===== src/inc/pc_seq_cfg.svh =====
// Constants for the program counter sequencer: widths, field positions,
// interrupt vectors and reset values.
// Included by the package and by every design file; definitions only.
`ifndef PC_SEQ_CFG_SVH
`define PC_SEQ_CFG_SVH

`define PC_CTR_W        13
`define PC_ADDR_W       14
`define PC_WORD_W       16
`define PC_STK_IDX_W    4
`define PC_STK_DEPTH    15
`define PC_STK_RST_IDX  4'hF
`define PC_MEM_WORDS    16384
`define PC_CTR_ZERO     13'h0000
`define PC_SEG_ZERO     1'h0
`define PC_SEG_SYSTEM   1'h1
`define PC_ONE          13'h0001
`define PC_PAGE_HI      12
`define PC_PAGE_LO      11
`define PC_DCALL_W      11
`define PC_SYS_BLK_W    3
`define PC_SYS_WRD_W    4
`define PC_VEC_W        4
`define PC_VEC_CE       4'hC
`define PC_VEC_EXT0     4'hB
`define PC_VEC_EXT1     4'hA
`define PC_VEC_EXT2     4'h9
`define PC_VEC_EXT3     4'h8
`define PC_VEC_EXT4     4'h7
`define PC_VEC_TMR0     4'h6
`define PC_VEC_TMR1     4'h5
`define PC_VEC_TMR2     4'h4
`define PC_VEC_TMR3     4'h3
`define PC_VEC_SER0     4'h2
`define PC_VEC_SER1     4'h1
`define PC_SRC_W        4
`define PC_OP_W         4

`endif


===== src/inc/pc_seq_pkg.sv =====
// Types shared by the program counter sequencer files.
// Assumes pc_seq_cfg.svh is on the include path.
`include "pc_seq_cfg.svh"

package pc_seq_pkg;

  // Flow operation requested by the decoder for the current instruction
  typedef enum logic [`PC_OP_W-1:0] {
    OP_STEP         = 4'h0,
    OP_DIRECT_JUMP  = 4'h1,
    OP_INDIRECT_JMP = 4'h2,
    OP_DIRECT_CALL  = 4'h3,
    OP_INDIRECT_CAL = 4'h4,
    OP_TABLE_READ   = 4'h5,
    OP_SYSTEM_CALL  = 4'h6,
    OP_PLAIN_RET    = 4'h7,
    OP_RET_SKIP     = 4'h8,
    OP_INT_RET      = 4'h9
  } flow_op_t;

  // Interrupt source granted by the acceptance logic
  typedef enum logic [`PC_SRC_W-1:0] {
    SRC_CE   = 4'h0,
    SRC_EXT0 = 4'h1,
    SRC_EXT1 = 4'h2,
    SRC_EXT2 = 4'h3,
    SRC_EXT3 = 4'h4,
    SRC_EXT4 = 4'h5,
    SRC_TMR0 = 4'h6,
    SRC_TMR1 = 4'h7,
    SRC_TMR2 = 4'h8,
    SRC_TMR3 = 4'h9,
    SRC_SER0 = 4'hA,
    SRC_SER1 = 4'hB
  } irq_src_t;

  // Table read runs in two phases: fetch constant, then resume
  typedef enum logic [1:0] {
    ST_RUN   = 2'b00,
    ST_TABLE = 2'b01
  } seq_state_t;

endpackage : pc_seq_pkg


===== src/design/program_counter_sequencer.sv =====
// Program counter sequencer: next fetch address for a 4-bit core.
// Assumes the decoder presents one flow op per instruction cycle with
// instr_valid, and that program memory returns data in the same cycle as addr.
`timescale 1ns/1ps
`default_nettype none
`include "pc_seq_cfg.svh"

module program_counter_sequencer
  import pc_seq_pkg::*;
(
  // Clock and reset
  input  wire logic                      clk,
  input  wire logic                      rst_n,
  // Other reset sources, already synchronous to clk
  input  wire logic                      wdt_reset,
  input  wire logic                      ce_reset,
  // Decoder
  input  wire logic                      instr_valid,
  input  wire pc_seq_pkg::flow_op_t      flow_op,
  input  wire logic [`PC_CTR_W-1:0]      direct_target,
  input  wire logic [`PC_SYS_BLK_W-1:0]  syscall_block_field,
  input  wire logic [`PC_SYS_WRD_W-1:0]  syscall_word_field,
  // Address pointer register
  input  wire logic [`PC_ADDR_W-1:0]     address_pointer_register,
  // Interrupt acceptance
  input  wire logic                      irq_accept,
  input  wire pc_seq_pkg::irq_src_t      irq_source,
  // Program memory
  input  wire logic [`PC_WORD_W-1:0]     mem_rdata,
  output logic [`PC_ADDR_W-1:0]          fetch_addr,
  // Observed state
  output logic [`PC_CTR_W-1:0]           pc_count,
  output logic                           segment_select_bit,
  output logic [`PC_WORD_W-1:0]          fetch_buffer,
  output logic                           fetch_buffer_valid,
  output logic                           table_busy,
  output logic [`PC_STK_IDX_W-1:0]       return_stack_index
);

  import pc_seq_pkg::*;

  ////////////////////////////////////////////////////////////////////////////
  // State

  typedef struct packed {
    seq_state_t                st;
    logic                      busy;
    logic [`PC_CTR_W-1:0]      ctr;
    logic                      seg;
    logic [`PC_ADDR_W-1:0]     fetch;
    logic [`PC_ADDR_W-1:0]     resume;
    logic [`PC_WORD_W-1:0]     buf_word;
    logic                      buf_valid;
    logic [`PC_STK_IDX_W-1:0]  idx_mirror;
  } seq_t;

  seq_t state_reg;
  seq_t state_next;

  logic                     any_reset;
  logic                     stk_push;
  logic                     stk_pop;
  logic [`PC_ADDR_W-1:0]    stk_push_addr;
  logic [`PC_ADDR_W-1:0]    stk_top;
  logic [`PC_STK_IDX_W-1:0] stk_idx;
  logic [`PC_CTR_W-1:0]     irq_vector;

  function automatic logic [`PC_CTR_W-1:0] ctr_of(input logic [`PC_ADDR_W-1:0] a);
    ctr_of = a[`PC_CTR_W-1:0];
  endfunction : ctr_of

  function automatic logic seg_of(input logic [`PC_ADDR_W-1:0] a);
    seg_of = a[`PC_CTR_W];
  endfunction : seg_of

  // Three reset sources merge into one synchronous clear
  assign any_reset = !rst_n || wdt_reset || ce_reset;

  ////////////////////////////////////////////////////////////////////////////
  // Helpers

  irq_vector_map u_vec (
    .src    (irq_source),
    .vector (irq_vector)
  );

  return_stack u_stk (
    .clk       (clk),
    .rst_n     (!any_reset),
    .push      (stk_push),
    .pop       (stk_pop),
    .push_addr (stk_push_addr),
    .top_addr  (stk_top),
    .index     (stk_idx)
  );

  ////////////////////////////////////////////////////////////////////////////
  // Next-address selection

  always_comb begin
    state_next    = state_reg;
    stk_push      = 1'b0;
    stk_pop       = 1'b0;
    // Return address is the word after the executing instruction
    stk_push_addr = {state_reg.seg, state_reg.ctr + `PC_ONE};
    state_next.buf_valid  = 1'b0;
    state_next.idx_mirror = stk_idx;

    unique case (state_reg.st)
      ST_RUN: begin
        if (irq_accept) begin
          // Interrupt beats the pending instruction; it re-executes on return
          stk_push      = 1'b1;
          stk_push_addr = {state_reg.seg, state_reg.ctr};
          state_next.seg = `PC_SEG_ZERO;
          state_next.ctr = irq_vector;
        end else if (instr_valid) begin
          unique case (flow_op)
            OP_DIRECT_JUMP: begin
              // Page bits come from the operand, segment stays
              state_next.ctr = direct_target;
            end
            OP_INDIRECT_JMP: begin
              state_next.seg = seg_of(address_pointer_register);
              state_next.ctr = ctr_of(address_pointer_register);
            end
            OP_DIRECT_CALL: begin
              stk_push = 1'b1;
              state_next.ctr = {2'b00, direct_target[`PC_DCALL_W-1:0]};
            end
            OP_INDIRECT_CAL: begin
              stk_push = 1'b1;
              state_next.seg = seg_of(address_pointer_register);
              state_next.ctr = ctr_of(address_pointer_register);
            end
            OP_SYSTEM_CALL: begin
              stk_push = 1'b1;
              state_next.seg = `PC_SEG_SYSTEM;
              state_next.ctr = {2'b00, syscall_block_field, 4'h0,
                                syscall_word_field};
            end
            OP_PLAIN_RET, OP_RET_SKIP, OP_INT_RET: begin
              stk_pop = 1'b1;
              state_next.seg = seg_of(stk_top);
              state_next.ctr = ctr_of(stk_top);
            end
            OP_TABLE_READ: begin
              // Park the resume point; fetch the constant next cycle
              state_next.st     = ST_TABLE;
              state_next.resume = {state_reg.seg, state_reg.ctr + `PC_ONE};
            end
            default: begin
              // Counter wraps at 13 bits; no carry into segment
              state_next.ctr = state_reg.ctr + `PC_ONE;
            end
          endcase
        end
      end
      ST_TABLE: begin
        // Word for the pointer address arrives now
        state_next.buf_word  = mem_rdata;
        state_next.buf_valid = 1'b1;
        state_next.st        = ST_RUN;
        state_next.seg       = seg_of(state_reg.resume);
        state_next.ctr       = ctr_of(state_reg.resume);
      end
      default: state_next.st = ST_RUN;
    endcase

    // Busy kept in its own flop so the output carries no decode
    state_next.busy = (state_next.st == ST_TABLE);
    // Fetch address registered so the memory port is glitch free
    if (state_next.st == ST_TABLE) begin
      state_next.fetch = address_pointer_register;
    end else begin
      state_next.fetch = {state_next.seg, state_next.ctr};
    end
  end

  always_ff @(posedge clk) begin
    if (any_reset) begin
      state_reg <= '0;
      state_reg.idx_mirror <= `PC_STK_RST_IDX;
    end else begin
      state_reg <= state_next;
    end
  end

  ////////////////////////////////////////////////////////////////////////////
  // Outputs, all from state flops

  assign fetch_addr         = state_reg.fetch;
  assign pc_count           = state_reg.ctr;
  assign segment_select_bit = state_reg.seg;
  assign fetch_buffer       = state_reg.buf_word;
  assign fetch_buffer_valid = state_reg.buf_valid;
  assign table_busy         = state_reg.busy;
  assign return_stack_index = state_reg.idx_mirror;

  ////////////////////////////////////////////////////////////////////////////
  // Checks

  a_reset_zero: assert property (@(posedge clk) !rst_n |=>
      fetch_addr == '0 && segment_select_bit == 1'b0)
    else $error("reset did not clear fetch address");

  a_step_wrap: assert property (@(posedge clk) disable iff (any_reset)
      (state_reg.st == ST_RUN && !irq_accept && instr_valid && flow_op == OP_STEP)
      |=> pc_count == $past(pc_count) + `PC_ONE
          && segment_select_bit == $past(segment_select_bit))
    else $error("step changed segment or missed increment");

  a_jump_seg_kept: assert property (@(posedge clk) disable iff (any_reset)
      (state_reg.st == ST_RUN && !irq_accept && instr_valid && flow_op == OP_DIRECT_JUMP)
      |=> segment_select_bit == $past(segment_select_bit)
          && pc_count == $past(direct_target))
    else $error("direct jump crossed segment");

  a_call_page0: assert property (@(posedge clk) disable iff (any_reset)
      (state_reg.st == ST_RUN && !irq_accept && instr_valid && flow_op == OP_DIRECT_CALL)
      |=> pc_count[`PC_PAGE_HI:`PC_PAGE_LO] == 2'b00
          && segment_select_bit == $past(segment_select_bit))
    else $error("direct call left page 0");

  a_syscall_seg: assert property (@(posedge clk) disable iff (any_reset)
      (state_reg.st == ST_RUN && !irq_accept && instr_valid && flow_op == OP_SYSTEM_CALL)
      |=> segment_select_bit && pc_count[7:4] == 4'h0
          && pc_count[3:0] == $past(syscall_word_field))
    else $error("system call address wrong");

  a_irq_vector: assert property (@(posedge clk) disable iff (any_reset)
      (state_reg.st == ST_RUN && irq_accept && irq_source == SRC_CE)
      |=> !segment_select_bit && pc_count == {9'h000, `PC_VEC_CE})
    else $error("interrupt vector wrong");

  a_ind_jump: assert property (@(posedge clk) disable iff (any_reset)
      (state_reg.st == ST_RUN && !irq_accept && instr_valid && flow_op == OP_INDIRECT_JMP)
      |=> fetch_addr == $past(address_pointer_register))
    else $error("indirect jump address wrong");

  a_table_read: assert property (@(posedge clk) disable iff (any_reset)
      (state_reg.st == ST_RUN && !irq_accept && instr_valid && flow_op == OP_TABLE_READ)
      |=> table_busy ##1 fetch_buffer_valid && !table_busy)
    else $error("table read sequence broken");

  a_stack_push: assert property (@(posedge clk) disable iff (any_reset)
      stk_push |=> stk_idx == $past(stk_idx) - 4'h1)
    else $error("push did not decrement index");

  a_ind_call: assert property (@(posedge clk) disable iff (any_reset)
      (state_reg.st == ST_RUN && !irq_accept && instr_valid && flow_op == OP_INDIRECT_CAL)
      |=> fetch_addr == $past(address_pointer_register)
          && stk_idx == $past(stk_idx) - 4'h1)
    else $error("indirect call address wrong");

  a_return_load: assert property (@(posedge clk) disable iff (any_reset)
      (state_reg.st == ST_RUN && !irq_accept && instr_valid
       && flow_op inside {OP_PLAIN_RET, OP_RET_SKIP, OP_INT_RET})
      |=> fetch_addr == $past(stk_top) && stk_idx == $past(stk_idx) + 4'h1)
    else $error("return did not load the stack slot");

  a_irq_push: assert property (@(posedge clk) disable iff (any_reset)
      (state_reg.st == ST_RUN && irq_accept)
      |=> stk_idx == $past(stk_idx) - 4'h1 && !segment_select_bit)
    else $error("interrupt did not push a return address");

  // Anything offered while busy is dropped; flow resumes after the read
  a_busy_refuse: assert property (@(posedge clk) disable iff (any_reset)
      table_busy |=> !table_busy && stk_idx == $past(stk_idx)
          && fetch_addr == {$past(segment_select_bit), $past(pc_count) + `PC_ONE})
    else $error("table read did not resume after its fetch");

  c_syscall: cover property (@(posedge clk) disable iff (any_reset)
      instr_valid && flow_op == OP_SYSTEM_CALL ##1 instr_valid && flow_op == OP_PLAIN_RET);
  c_irq: cover property (@(posedge clk) disable iff (any_reset) irq_accept);
  c_table: cover property (@(posedge clk) disable iff (any_reset) fetch_buffer_valid);
  c_wrap: cover property (@(posedge clk) disable iff (any_reset)
      pc_count == 13'h1FFF ##1 pc_count == 13'h0000);

endmodule : program_counter_sequencer

`default_nettype wire


===== src/design/irq_vector_map.sv =====
// Maps an accepted interrupt source to its vector within page 0.
// Purely combinational; the caller registers the result.
`timescale 1ns/1ps
`default_nettype none
`include "pc_seq_cfg.svh"

module irq_vector_map
  import pc_seq_pkg::*;
(
  // Source in, vector out
  input  wire pc_seq_pkg::irq_src_t src,
  output logic [`PC_CTR_W-1:0]      vector
);

  logic [`PC_VEC_W-1:0] low;

  always_comb begin
    low = `PC_VEC_CE;
    unique case (src)
      SRC_CE:   low = `PC_VEC_CE;
      SRC_EXT0: low = `PC_VEC_EXT0;
      SRC_EXT1: low = `PC_VEC_EXT1;
      SRC_EXT2: low = `PC_VEC_EXT2;
      SRC_EXT3: low = `PC_VEC_EXT3;
      SRC_EXT4: low = `PC_VEC_EXT4;
      SRC_TMR0: low = `PC_VEC_TMR0;
      SRC_TMR1: low = `PC_VEC_TMR1;
      SRC_TMR2: low = `PC_VEC_TMR2;
      SRC_TMR3: low = `PC_VEC_TMR3;
      SRC_SER0: low = `PC_VEC_SER0;
      SRC_SER1: low = `PC_VEC_SER1;
      // Unused codes fall back to the highest-priority vector
      default:  low = `PC_VEC_CE;
    endcase
    vector = {{(`PC_CTR_W-`PC_VEC_W){1'b0}}, low};
  end

endmodule : irq_vector_map

`default_nettype wire


===== src/design/return_stack.sv =====
// Return-address stack: fifteen slots addressed by a 4-bit index.
// Index resets to all ones; the sequencer drives push/pop strobes.
`timescale 1ns/1ps
`default_nettype none
`include "pc_seq_cfg.svh"

module return_stack #(
  parameter int DEPTH = `PC_STK_DEPTH
) (
  // Clock and reset
  input  wire logic                      clk,
  input  wire logic                      rst_n,
  // Push writes after decrement; pop reads current slot then increments
  input  wire logic                      push,
  input  wire logic                      pop,
  input  wire logic [`PC_ADDR_W-1:0]     push_addr,
  output logic [`PC_ADDR_W-1:0]          top_addr,
  output logic [`PC_STK_IDX_W-1:0]       index
);

  logic [`PC_ADDR_W-1:0]    slot_reg [DEPTH];
  logic [`PC_STK_IDX_W-1:0] idx_reg;
  logic [`PC_STK_IDX_W-1:0] idx_dec;

  assign idx_dec = idx_reg - 4'h1;
  assign index   = idx_reg;
  // Index 15 has no slot and reads as zero
  assign top_addr = (int'(idx_reg) < DEPTH) ? slot_reg[idx_reg] : '0;

  always_ff @(posedge clk) begin
    if (!rst_n) begin
      idx_reg <= `PC_STK_RST_IDX;
    end else if (push) begin
      idx_reg <= idx_dec;
    end else if (pop) begin
      idx_reg <= idx_reg + 4'h1;
    end
  end

  // Slots carry no reset: contents are undefined until pushed
  always_ff @(posedge clk) begin
    if (rst_n && push && int'(idx_dec) < DEPTH) begin
      slot_reg[idx_dec] <= push_addr;
    end
  end

endmodule : return_stack

`default_nettype wire


===== config.mk =====
export PLATFORM = sky130hd
export DESIGN_NAME = program_counter_sequencer
export DESIGN_NICKNAME = d
export VERILOG_FILES = /design/src/inc/pc_seq_pkg.sv /design/src/design/program_counter_sequencer.sv /design/src/design/irq_vector_map.sv /design/src/design/return_stack.sv
export VERILOG_INCLUDE_DIRS = /design/src /design/src/inc
export SDC_FILE = /design/constraint.sdc
export NUM_CORES = 1
export LEC_CHECK = 0
export BUFFER_PORTS_ARGS = -buffer_cell sky130_fd_sc_hd__clkbuf_2
export CAP_MARGIN = 5
export CORE_MARGIN = 1
export CORE_UTILIZATION = 30
export CTS_CLUSTER_DIAMETER = 100
export DETAILED_ROUTE_END_ITERATION = 16
export SLEW_MARGIN = 20
export SYNTH_ARGS = -nofsm -noshare
export SYNTH_HDL_FRONTEND = slang
export SYNTH_SLANG_ARGS = --single-unit

===== constraint.sdc =====
create_clock -name clk -period 5.83 [get_ports clk]
set_clock_uncertainty 0.1 [all_clocks]
set_input_delay 0.8745 -clock clk [delete_from_list [all_inputs] [get_ports clk]]
set_output_delay 0.8745 -clock clk [all_outputs]
set_load 0.05 [all_outputs]

==> results.md, run 1 <==
- The clock-pin slew of the registers on the worst-case setup and hold paths is around 0.060 ns.
- The end of the worst register-to-register path is fetch_addr[2].
- The smallest clock period supported by the final layout is computed as roughly 3.2 ns.
- The last element of the critical path is fetch_addr[2].
- The critical-path cell with the highest stage delay is sky130_fd_sc_hd__dfxtp_4.
- The proportion of total power due to net switching is 0.206.
- STA puts the critical path data required time at 6.17 ns.
- TritonCTS built the clock tree.
- The worst pin sits at a relative slew slack of 0.340.
- The horizontal die dimension is 209 um.
- The estimated wirelength of the detail-placed design is 23.1 mm.
- The number of levels the H-tree was split into is 1.
- For this run, the number of Yosys warnings is 0.
- The congestion estimate from routability-driven global placement came to 0.907.
- Counting buffers and inverters, the worst setup path is 6 cells deep.
- The share of flip-flops with an asynchronous set or reset is 0.
- In this run the tool buffered the top-level ports with 113 buffer cells.
- The critical path launch point type is a flop.
- The initial DRC count is about 1,000.
- At the pin with the least slew margin, the transition time is 0.982 ns.
- The number of cell rows is 75.
- Of the total power, the clock network draws 0.489.
- Counting flops with a built-in enable in the synthesized netlist gives 210.
- The tool flagged a number of max-cap violations equal to 0.
- The number of global-route vias before repair was 8,065.
- The post-CTS resize count is 0.
- The switching power of the nets is 0.000946 W.
- Setup repair after global routing left no endpoint under its margin.
- The net total in the final layout is roughly 1,100.
- Of all nets on the critical path, the largest fanout is 46.
- STA classifies the critical path endpoint as a flop.
- The total congestion overflow after global routing is 0.
- The maximum clock frequency is roughly 310 MHz.
- Using the TritonRoute via totals, the vias-per-cell ratio works out to a little over 5.
- Of the total power, registers draw 0.472.
- The effective utilization at floorplan is 0.305.
- The DRC violation count after routing is 0.
- The classification of the worst-slack hold path is reg -> reg.
- Across the VDD grid, the largest voltage drop is 0.000295 V.
- The path type of the worst setup path is reg -> reg.
- The total chip power is roughly 0.0046 W.
- Pin placement for this block handled ~110 I/O pins.
- In this run the remaining antenna-violating nets after routing total 0.
- The largest single stage delay on the critical path is roughly 0.93 ns.
- The total number of vias is 8,480.
- The number of diodes added for antenna fixing is 0.
- The total count of hold-check failures in the final report is 0.
- The combinational share of power is 0.040.
- The netlist area before placement is 12,800 sq um.
- For this block, the routed nets add up to roughly 34 mm of wire.
- The leakage dissipation is 5.51 nW.
- The first global-routing pass estimated ~51 mm of wire.
- The cell depth of the worst flop-to-flop path is 6.
- The mean routed wirelength per cell is 20.8 um.
- The synthesized netlist net count is about 1,100.
- Relative to the synthesized area, the layout overhead comes to 16.2%.
- The number of antenna violations at the first check in global routing is 0.
- The synthesized area divided by synthesized cell count is ~13 sq um.
- Setup violations remaining at the end of the flow were counted as 0.
- Synthesis produced between 1,000 and 1,500 cells.
- The total CTS buffers is 31.
- The clock insertion delay at the later pin of the skew report is approximately 0.57 ns.
- The register with the most flip-flops in the layout has 210 of them.
- The first detailed-routing pass ran for 5 iterations.
- The most used flip-flop cell after synthesis is sky130_fd_sc_hd__edfxtp_1.
- Together, buffers and inverters on the worst path number 1.
- The kind of cell adding the most delay to the critical path is flip-flops.
- After clock tree synthesis, the flow added hold-fix buffers numbering 0.
- The ratio of final minimum period to clock period is 0.549.
- The number of distinct standard cells referenced by the synthesized netlist is 75.
- Summed over all failing endpoints, the final setup total negative slack is 0 ns.
- The clock passes through at most 3 buffers.
- The global router's overall resource usage is 0.153.
- The sequential fraction of the synthesis area is 0.606.
- Measured along the y axis, the die boundary spans approximately 210 um.
- The internal portion of total power is approximately 0.0037 W.
- For this design the ratio of total power to cell area is 308 nW/um^2.
- The run finished with clean final reports.
- The max-slew violation count is 0.
- The area of the core is around 42,000 sq um.
- Synthesis inferred 284 register bits.
- The worst register-to-register path has a setup slack of 2.63 ns.
- For this design, the sink count on the clock tree is 284.
- Of the cells placed in the final design, the portion with a size suffix greater than 1 is 0.246.
- Fill cells in the final layout number between 4,000 and 5,000.
- The cell sitting at the root of the clock tree is a sky130_fd_sc_hd__clkbuf_16.
- Walking the worst path, the cells encountered are buf_4 > mux4_2 > o22ai_1 > nor2_1 > a211oi_1 > a21oi_1.
- The maximum number of pins on one net before global-route repair is 55.
- The critical path arrival is 3.54 ns.
- In this run the post-CTS setup repair buffer count came out at 0.
- The total die area is 43,700 sq um.
[per-layer routing]
| metal | global-route usage | up-vias | part of all wire |
|---|---|---|---|
| met1 | 0.221 | 4104 | 0.45 |
| met5 | 0 | - | 0 |
| met3 | 0.0266 | 60 | 0.084 |
| li1 | - | 3888 | - |
| met4 | 0.0360 | 0 | 0.020 |
| met2 | 0.238 | 428 | 0.45 |
[cells by family (layout without fill, tap and decap cells)]
| logic type | count (synthesis) | in the layout | share of synthesized area |
|---|---|---|---|
| mux | 77 | 77 | 0.0979 |
| simple gates | 267 | 267 | 0.0999 |
| flops | 284 | 284 | 0.606 |
| compound gates | 214 | 214 | 0.109 |
| xor+xnor | 29 | 29 | 0.0198 |
| other cells | 1 | 1 | 0.000292 |
| fa+ha+maj | 7 | 7 | 0.00682 |
| buf+inv | 138 | 220 | 0.0599 |
[through the flow]
stage                     worst slack, ns  instance area (sq um)  utilization  hold slack (ns)  instances
final                                2.63                  14900        0.354            0.354       1638
after global routing                 2.45                  14900        0.354            0.380       1638
after CTS                            2.62                  14900        0.354            0.355       1638
after detailed placement             2.17                  13700        0.326            0.347       1580
after global placement               2.19                  13700        0.324            0.342       1579
after floorplan                      2.07                  12800            -            0.332       1017
[Yosys cell counts, drive strengths merged, types with 6 or more instances]
cell / count / share of area
o221ai: 8 / 0.0055
clkbuf: 44 / 0.013
o21a: 7 / 0.0041
inv: 18 / 0.0053
a21oi: 64 / 0.025
xor2: 16 / 0.011
o21ai: 45 / 0.018
nor2: 61 / 0.018
nor3: 12 / 0.0047
nand2b: 9 / 0.0044
dfxtp: 74 / 0.12
or2: 6 / 0.0029
a211oi: 21 / 0.012
nor4: 14 / 0.0068
o22ai: 9 / 0.0044
a221oi: 6 / 0.0041
xnor2: 13 / 0.0089
nand3: 21 / 0.0082
edfxtp: 210 / 0.49
ha: 7 / 0.0068
nor2b: 9 / 0.0044
buf: 75 / 0.041
a31oi: 7 / 0.0034
nand2: 99 / 0.029
mux4: 38 / 0.067
nand3b: 6 / 0.0035
mux2i: 36 / 0.028
[worst min-delay path by stage]
stage | from | endpoint | slack [ns] | cells past startpoint
global placement | fetch_buffer[15] | fetch_buffer[15] | 0.34 | 2
floorplan | state_reg[30] | state_reg[30] | 0.33 | 2
detailed placement | state_reg[31] | state_reg[31] | 0.35 | 2
global route | fetch_buffer[5] | fetch_buffer[5] | 0.38 | 2
finish | fetch_buffer[3] | fetch_buffer[3] | 0.35 | 2
CTS | state_reg[31] | state_reg[31] | 0.35 | 2
[worst min-delay path, cell delays in order, from the launching register on]
cell                      delay (ns)
sky130_fd_sc_hd__dfxtp_1        0.31
sky130_fd_sc_hd__nand2_1        0.05
sky130_fd_sc_hd__a21oi_1        0.05
[layout make-up]
type | count | area, sq um | area share
Clock buffer | 37 | 840 | 0.0562
Tap cell | 539 | 674 | 0.0452
Timing Repair Buffer | 143 | 795 | 0.0532
Inverter | 19 | 71.3 | 0.00478
Sequential cell | 284 | 7790 | 0.522
Clock inverter | 21 | 353 | 0.0236
Multi-Input combinational cell | 595 | 4410 | 0.295
[power by group through the flow]
stage | combinational (W) | clock [W] | sequential, W
global route | 0.000196 | 0.00237 | 0.00217
detailed placement | 0.000179 | 0 | 0.00221
CTS | 0.000180 | 0.00230 | 0.00217
floorplan | 0.000123 | 0 | 0.00220
global placement | 0.000179 | 0 | 0.00221
finish | 0.000182 | 0.00225 | 0.00217
[cell usage in the layout (no fill, tap or decap), drive strengths merged, types with 5 or more instances in the layout]
| cell | instances |
|---|---|
| o22ai | 9 |
| nand2b | 9 |
| ha | 7 |
| nand2 | 99 |
| buf | 30 |
| a31oi | 7 |
| clkbuf | 150 |
| xor2 | 16 |
| o221ai | 8 |
| clkinv | 10 |
| inv | 20 |
| nand3b | 6 |
| nor4 | 14 |
| o211ai | 5 |
| xnor2 | 13 |
| bufinv | 9 |
| nor3 | 12 |
| dfxtp | 74 |
| o21a | 7 |
| nor2b | 9 |
| o21ai | 45 |
| edfxtp | 210 |
| nand3 | 21 |
| mux2i | 36 |
| mux4 | 38 |
| a211oi | 21 |
| a221oi | 6 |
| nor2 | 61 |
| a21oi | 64 |
| or2 | 6 |
Power figures use the tool's default switching activity.
==> run 2, diff against run 1 <==
clock period = 2.9 ns   (was 5.83 ns; I/O delays follow)
==> run 2 against run 1 <==
Effect of this change: combinational power up 140%; worst hold slack worse by 0.34 ns; sequential share of layout area down 1.2 points; clock power up 68%; routed wire length up 2.0%; critical path type unchanged; largest cell class unchanged.
==> results.md, run 2 (synthesized netlist as in run 1, its figures left out) <==
- The final total negative setup slack was 0 ns (unchanged).
- The total CTS buffers is 29 (was 31).
- The last element of the critical path is fetch_addr[12] (was fetch_addr[2]).
- The most frequent standard cell in the layout excluding fill and tap cells was sky130_fd_sc_hd__edfxtp_1 (unchanged).
- The DRC violation count after routing is 0 (unchanged).
- The total congestion overflow after global routing was 0 (unchanged).
- The clock tree from TritonCTS is done (unchanged).
- The estimated wirelength of the detail-placed design is 24.2 mm (was 23.1 mm).
- The count of buffers from port buffering is 113 (unchanged).
- The combinational share of power is 0.050 (was 0.040).
- The normalized max-slew margin is 0.445 (was 0.340).
- The ratio of final minimum period to clock period came to 0.870 (was 0.549).
- The maximum fanout along the worst path is 19 (was 46).
- The maximum number of buffers from clock root to sink was 3 (unchanged).
- The met1 usage in global routing came to 0.214 (was 0.221).
- The critical path's largest stage delay is 0.58 ns (was 0.93 ns).
- The maximum number of pins on one net before global-route repair came to 50 (was 55).
- The initial DRC count is 807 (was 996).
- The total die area is 43,700 sq um (unchanged).
- The end of the worst register-to-register path is fetch_addr[12] (was fetch_addr[2]).
- The worst setup slack for register-to-register paths is 0.38 ns (was 2.63 ns).
- The number of antenna violations at the first check in global routing was 0 (unchanged).
- The total count of hold-check failures in the final report was 0 (unchanged).
- The proportion of power drawn by flip-flops and latches was 0.507 (was 0.472).
- The post-layout minimum cycle time is 2.52 ns (was 3.20 ns).
- The number of global-route vias before repair is 8,421 (was 8,065).
- The post-detailed-routing wire length is 34.7 mm (was 34.0 mm).
- The met3 usage is 0.0268 (was 0.0266).
- The remaining antenna violation count after routing is 0 (unchanged).
- The ratio of routed vias to standard cells is 5.13 (was 5.18).
- The horizontal die dimension is 209 um (unchanged).
- The cell depth of the worst flop-to-flop path was 7 (was 6).
- The clock-pin slew of the registers on the worst-case setup and hold paths came to 0.06 ns (about the same).
- The buffer count from post-CTS setup fixing is 0 (unchanged).
- The global router's overall resource usage is 0.156 (was 0.153).
- The number of cells in the finished layout apart from fillers is 1,702 (was 1,638).
- The number of cell rows came to 75 (unchanged).
- The leakage dissipation is 5.76 nW (was 5.51 nW).
- The setup slack at placement is 0.0576 ns (was 2.17 ns).
- The number of max-cap violations is 0 (unchanged).
- The post-layout utilization of the core is 0.363 (was 0.354).
- The worst setup margin was 0.377 ns (was 2.63 ns).
- The max-slew violation count is 0 (unchanged).
- The area of the core came to 42,100 sq um (unchanged).
- The critical-path cell with the highest stage delay is sky130_fd_sc_hd__dfxtp_4 (unchanged).
- The net total in the final layout is 1,215 (was 1,145).
- List of cells traversed by the critical path: buf_12 > mux4_2 > o22ai_1 > nor3_1 > a211oi_1 > and3_1 > nor2_1 (was buf_4 > mux4_2 > o22ai_1 > nor2_1 > a211oi_1 > a21oi_1).
- The global-route wire length before repair is 52.0 mm (was 51.1 mm).
- The slew of the pin with the lowest slew margin is 0.830 ns (was 0.982 ns).
- The number of sinks handled by clock tree synthesis came to 284 (unchanged).
- The proportion of total power due to net switching is 0.213 (was 0.206).
- RSZ-0062 raised after global routing: false (unchanged).
- The path type of the worst setup path is reg -> reg (unchanged).
- The critical path arrival came to 2.87 ns (was 3.54 ns).
- The maximum VDD drop is 0.000481 V (was 0.000295 V).
- The instance count after placement with tap cells included is 1,637 (was 1,580).
- Commonest non-fill, non-tap cells in the layout: sky130_fd_sc_hd__edfxtp_1, sky130_fd_sc_hd__clkbuf_2, sky130_fd_sc_hd__nand2_1 (unchanged).
- The endpoint required time on the critical path is 3.25 ns (was 6.17 ns).
- The hold-critical path depth is 3 (was 2).
- The power density relative to cell area was 560 nW/um^2 (was 308 nW/um^2).
- The number of flip-flops under the largest register name was 210 (unchanged).
- The critical path launch point type was a flop (unchanged).
- The final count of negative-setup-slack endpoints is 0 (unchanged).
- The last weighted congestion value of the routability-driven placer is 0.895 (was 0.907).
- The total number of vias is 8,734 (was 8,480).
- The layout cell share with drive strength beyond 1 is 0.265 (was 0.246).
- The number of diodes added for antenna fixing is 0 (unchanged).
- The part of the power in the clock network is 0.443 (was 0.489).
- The mean routed wirelength per cell is 20.4 um (was 20.8 um).
- The endpoint class of the critical path is a flop (unchanged).
- The die extent in y came to 209 um (unchanged).
- The final worst hold slack is 0.0147 ns (was 0.354 ns).
- The effective utilization at floorplan was 0.305 (unchanged).
- The internal portion of total power is 0.00673 W (was 0.00365 W).
- The clock insertion delay at the later pin of the skew report was 0.57 ns (about the same).
- The top-level I/O count is 114 (unchanged).
- The switching power of the nets was 0.00182 W (was 0.000946 W).
- The relative area change from synthesis to final layout came to 19.0% (was 16.2%).
- The maximum clock frequency is 396 MHz (was 313 MHz).
- Result of the run: finished, final reports clean (unchanged).
- The met2 global-route usage is 0.256 (was 0.238).
- The number of levels the H-tree was split into came to 1 (unchanged).
- The busiest layer in global routing is met2 (unchanged).
- The classification of the worst-slack hold path is in -> reg (was reg -> reg).
- The first-pass detailed-route iteration total is 5 (unchanged).
- The clock tree root driver cell was sky130_fd_sc_hd__clkbuf_16 (unchanged).
run 2: cell types whose count changed in the layout (fill, tap and decap cells not counted), moves of 3 or more:
cell	change
sky130_fd_sc_hd__buf_4	+52
sky130_fd_sc_hd__dlygate4sd3_1	+15
sky130_fd_sc_hd__xor2_2	-4
sky130_fd_sc_hd__xor2_1	+4
sky130_fd_sc_hd__buf_12	+6
sky130_fd_sc_hd__bufinv_16	-5
sky130_fd_sc_hd__clkbuf_16	-3
run 2: cell type report:
type | count | area (sq um)
Fill cell | 3974 | 26800
Sequential cell | 284 | 7790
Clock inverter | 15 | 190
Timing Repair Buffer | 215 | 1440
Inverter | 19 | 71.3
Multi-Input combinational cell | 595 | 4350
Clock buffer | 35 | 768
Tap cell | 539 | 674
run 2: through the flow:
step / instance area (sq um) / power, W
2_1_floorplan: 12800 / 0.00467
3_3_place_gp: 14200 / 0.00483
3_5_place_dp: 14200 / 0.00483
4_1_cts: 15300 / 0.00864
5_1_grt: 15300 / 0.00880
6_report: 15300 / 0.00856
run 2: how the worst min path moves through the flow:
stage,start,to,slack (ns)
floorplan,state_reg[30],state_reg[30],0.33
global placement,fetch_buffer[1],fetch_buffer[1],0.34
detailed placement,fetch_buffer[1],fetch_buffer[1],0.35
CTS,mem_rdata[15],fetch_buffer[15],0.00003
global route,mem_rdata[15],fetch_buffer[15],0.02
finish,mem_rdata[15],fetch_buffer[15],0.01
run 2: what timing repair did:
item | in CTS | in global routing
hold endpoints to repair | 15 | 0
hold buffers | 15 | 0
gates resized for setup | 0 | 0
run 2: per-layer routing:
| metal | wire length [um] | part of all wire |
|---|---|---|
| met5 | 0 | 0 |
| met3 | 2440 | 0.070 |
| met1 | 15200 | 0.44 |
| met4 | 860 | 0.025 |
| met2 | 16200 | 0.47 |
run 2: worst max-delay path, delay by kind of cell (launching register included):
| kind | cells | cell delay, ns |
|---|---|---|
| buffers and inverters | 1 | 0.23 |
| AOI/OAI and AO/OA | 2 | 0.63 |
| DFF | 1 | 0.58 |
| and+or+nand+nor | 3 | 0.34 |
| muxes | 1 | 0.50 |
run 2: power by group through the flow:
stage	clock network [W]	registers, W	logic, W
floorplan	0	0.00442	0.000248
global placement	0	0.00443	0.000404
detailed placement	0	0.00443	0.000404
CTS	0.00387	0.00434	0.000423
global route	0.00401	0.00434	0.000457
finish	0.00379	0.00434	0.000428
==> run 3, diff against run 2 <==
clock period = 2.6 ns   (was 2.9 ns; I/O delays follow)
==> run 3 against run 2 <==
Effect of this change: worst setup slack worse by 0.30 ns; combinational power grew 17%; first-iteration DRC count increased by 25%; sequential power up 12%; largest power group unchanged; highest routed layer unchanged.
==> results.md, run 3 (synthesized netlist as in run 1, its figures left out) <==
- Result of the run: finished, final reports clean (unchanged).
- The first-pass detailed-route iteration total is 7 (was 5).
- The area of the core is 42,100 sq um (unchanged).
- The number of sinks handled by clock tree synthesis was 284 (unchanged).
- The number of max-cap violations was 0 (unchanged).
- The leakage dissipation is 5.89 nW (was 5.76 nW).
- The remaining antenna violation count after routing is 0 (unchanged).
- The total count of hold-check failures in the final report is 0 (unchanged).
- The die extent in y was 209 um (unchanged).
- The endpoint class of the critical path is a flop (unchanged).
- Commonest non-fill, non-tap cells in the layout: sky130_fd_sc_hd__edfxtp_1, sky130_fd_sc_hd__clkbuf_2, sky130_fd_sc_hd__nand2_1 (unchanged).
- The DRC violation count after routing is 0 (unchanged).
- The maximum clock frequency is 397 MHz (was 396 MHz).
- The path type of the worst setup path is reg -> reg (unchanged).
- The critical path launch point type is a flop (unchanged).
- The global-route wire length before repair was 53.5 mm (was 52.0 mm).
- The post-layout utilization of the core was 0.372 (was 0.363).
- The number of antenna violations at the first check in global routing is 0 (unchanged).
- The slew of the pin with the lowest slew margin is 0.928 ns (was 0.830 ns).
- The buffer count from post-CTS setup fixing is 0 (unchanged).
- The total number of vias is 8,775 (was 8,734).
- The final total negative setup slack was 0 ns (unchanged).
- The clock-pin slew of the registers on the worst-case setup and hold paths came to 0.06 ns (about the same).
- The ratio of routed vias to standard cells was 5.11 (was 5.13).
- The global router's overall resource usage is 0.161 (was 0.156).
- The clock tree from TritonCTS is done (unchanged).
- The maximum fanout along the worst path is 17 (was 19).
- The post-detailed-routing wire length came to 35.6 mm (was 34.7 mm).
- The number of levels the H-tree was split into came to 1 (unchanged).
- The horizontal die dimension was 209 um (unchanged).
- The ratio of final minimum period to clock period is 0.969 (was 0.870).
- The maximum number of pins on one net before global-route repair is 50 (unchanged).
- The number of global-route vias before repair is 8,559 (was 8,421).
- The classification of the worst-slack hold path is in -> reg (unchanged).
- The clock insertion delay at the later pin of the skew report is 0.55 ns (was 0.57 ns).
- The critical path arrival was 2.85 ns (was 2.87 ns).
- The mean routed wirelength per cell is 20.8 um (was 20.4 um).
- The count of buffers from port buffering was 113 (unchanged).
- The post-layout minimum cycle time came to 2.52 ns (about the same).
- The number of flip-flops under the largest register name came to 210 (unchanged).
- The relative area change from synthesis to final layout is 21.9% (was 19.0%).
- The net total in the final layout is 1,226 (was 1,215).
- The layout cell share with drive strength beyond 1 is 0.280 (was 0.265).
- The maximum number of buffers from clock root to sink was 3 (unchanged).
- The initial DRC count is 1,011 (was 807).
- The max-slew violation count was 0 (unchanged).
- The estimated wirelength of the detail-placed design was 24.7 mm (was 24.2 mm).
- The total CTS buffers is 29 (unchanged).
- The endpoint required time on the critical path was 2.93 ns (was 3.25 ns).
- The most frequent standard cell in the layout excluding fill and tap cells was sky130_fd_sc_hd__edfxtp_1 (unchanged).
- The effective utilization at floorplan was 0.305 (unchanged).
- The instance count after placement with tap cells included is 1,647 (was 1,637).
- The total chip power is 0.00938 W (was 0.00856 W).
- The normalized max-slew margin came to 0.379 (was 0.445).
- The number of diodes added for antenna fixing is 0 (unchanged).
- The worst setup slack for register-to-register paths is 0.08 ns (was 0.38 ns).
- The total congestion overflow after global routing is 0 (unchanged).
- The power density relative to cell area was 599 nW/um^2 (was 560 nW/um^2).
- RSZ-0062 raised after global routing: false (unchanged).
- The final count of negative-setup-slack endpoints is 0 (unchanged).
- The total die area is 43,700 sq um (unchanged).
- The number of cell rows is 75 (unchanged).
- The top-level I/O count is 114 (unchanged).
- The maximum VDD drop came to 0.000432 V (was 0.000481 V).
- The number of cells in the finished layout apart from fillers was 1,716 (was 1,702).
- The clock tree root driver cell was sky130_fd_sc_hd__clkbuf_16 (unchanged).
- The last weighted congestion value of the routability-driven placer was 0.914 (was 0.895).
-- run 3: cell types whose count changed in the layout (fill, tap and decap cells not counted), moves of 3 or more --
cell / delta
sky130_fd_sc_hd__xnor2_2: +3
sky130_fd_sc_hd__nor4_2: -6
sky130_fd_sc_hd__nor4_4: +7
sky130_fd_sc_hd__buf_12: +16
sky130_fd_sc_hd__buf_4: -6
sky130_fd_sc_hd__xnor2_1: -3
sky130_fd_sc_hd__xor2_2: +3
sky130_fd_sc_hd__xor2_1: -3
-- run 3: worst max-delay path, stage by stage, from the launching register on --
cell and delay (ns):
sky130_fd_sc_hd__dfxtp_4 0.51, sky130_fd_sc_hd__buf_12 0.23, sky130_fd_sc_hd__mux4_2 0.52, sky130_fd_sc_hd__o22ai_1 0.42
sky130_fd_sc_hd__nor3_1 0.10, sky130_fd_sc_hd__a211oi_1 0.28, sky130_fd_sc_hd__and3_1 0.20, sky130_fd_sc_hd__nor2_1 0.04
-- run 3: repair_timing --
action,in CTS,in global routing
endpoints found under the hold margin,16,0
hold buffers,16,0
gates resized for setup,0,3
setup endpoints to repair,0,4
-- run 3: final timing paths --
kind | cells after the start | to | startpoint
max | 7 | fetch_addr[12] | flop
min | 3 | fetch_addr[4] | address_pointer_register[4]
max reg2reg | 7 | fetch_addr[12] | flop
min reg2reg | 2 | state_reg[30] | state_reg[30]
-- run 3: metal layers --
| layer | vias up | share of wire | GRT usage |
|---|---|---|---|
| met5 | - | 0 | 0 |
| met4 | 0 | 0.021 | 0.0406 |
| met3 | 53 | 0.058 | 0.0221 |
| met2 | 344 | 0.48 | 0.267 |
| met1 | 4344 | 0.44 | 0.221 |
| li1 | 4034 | - | - |
-- run 3: stage by stage --
| stage | cell area (sq um) | setup slack [ns] | hold WS (ns) |
|---|---|---|---|
| after floorplan | 12900 | -0.191 | 0.332 |
| after global placement | 14500 | -0.0610 | 0.342 |
| after detailed placement | 14500 | -0.127 | 0.347 |
| after CTS | 15600 | 0.0214 | 0.0188 |
| after global routing | 15700 | 0.00213 | 0.0326 |
| final | 15700 | 0.0808 | 0.0381 |
-- run 3: cell type report --
class	instances	area, sq um
Tap cell	539	674
Sequential cell	284	7790
Clock buffer	36	772
Inverter	19	71.3
Clock inverter	17	144
Timing Repair Buffer	226	1730
Multi-Input combinational cell	595	4480
Fill cell	3949	26500
-- run 3: power by group --
| part | switching (W) | internal [W] | leakage (nW) |
|---|---|---|---|
| Clock | 0.00174 | 0.00230 | 0.437 |
| Combinational | 0.000296 | 0.000204 | 2.78 |
| Sequential | 0.0000108 | 0.00483 | 2.68 |
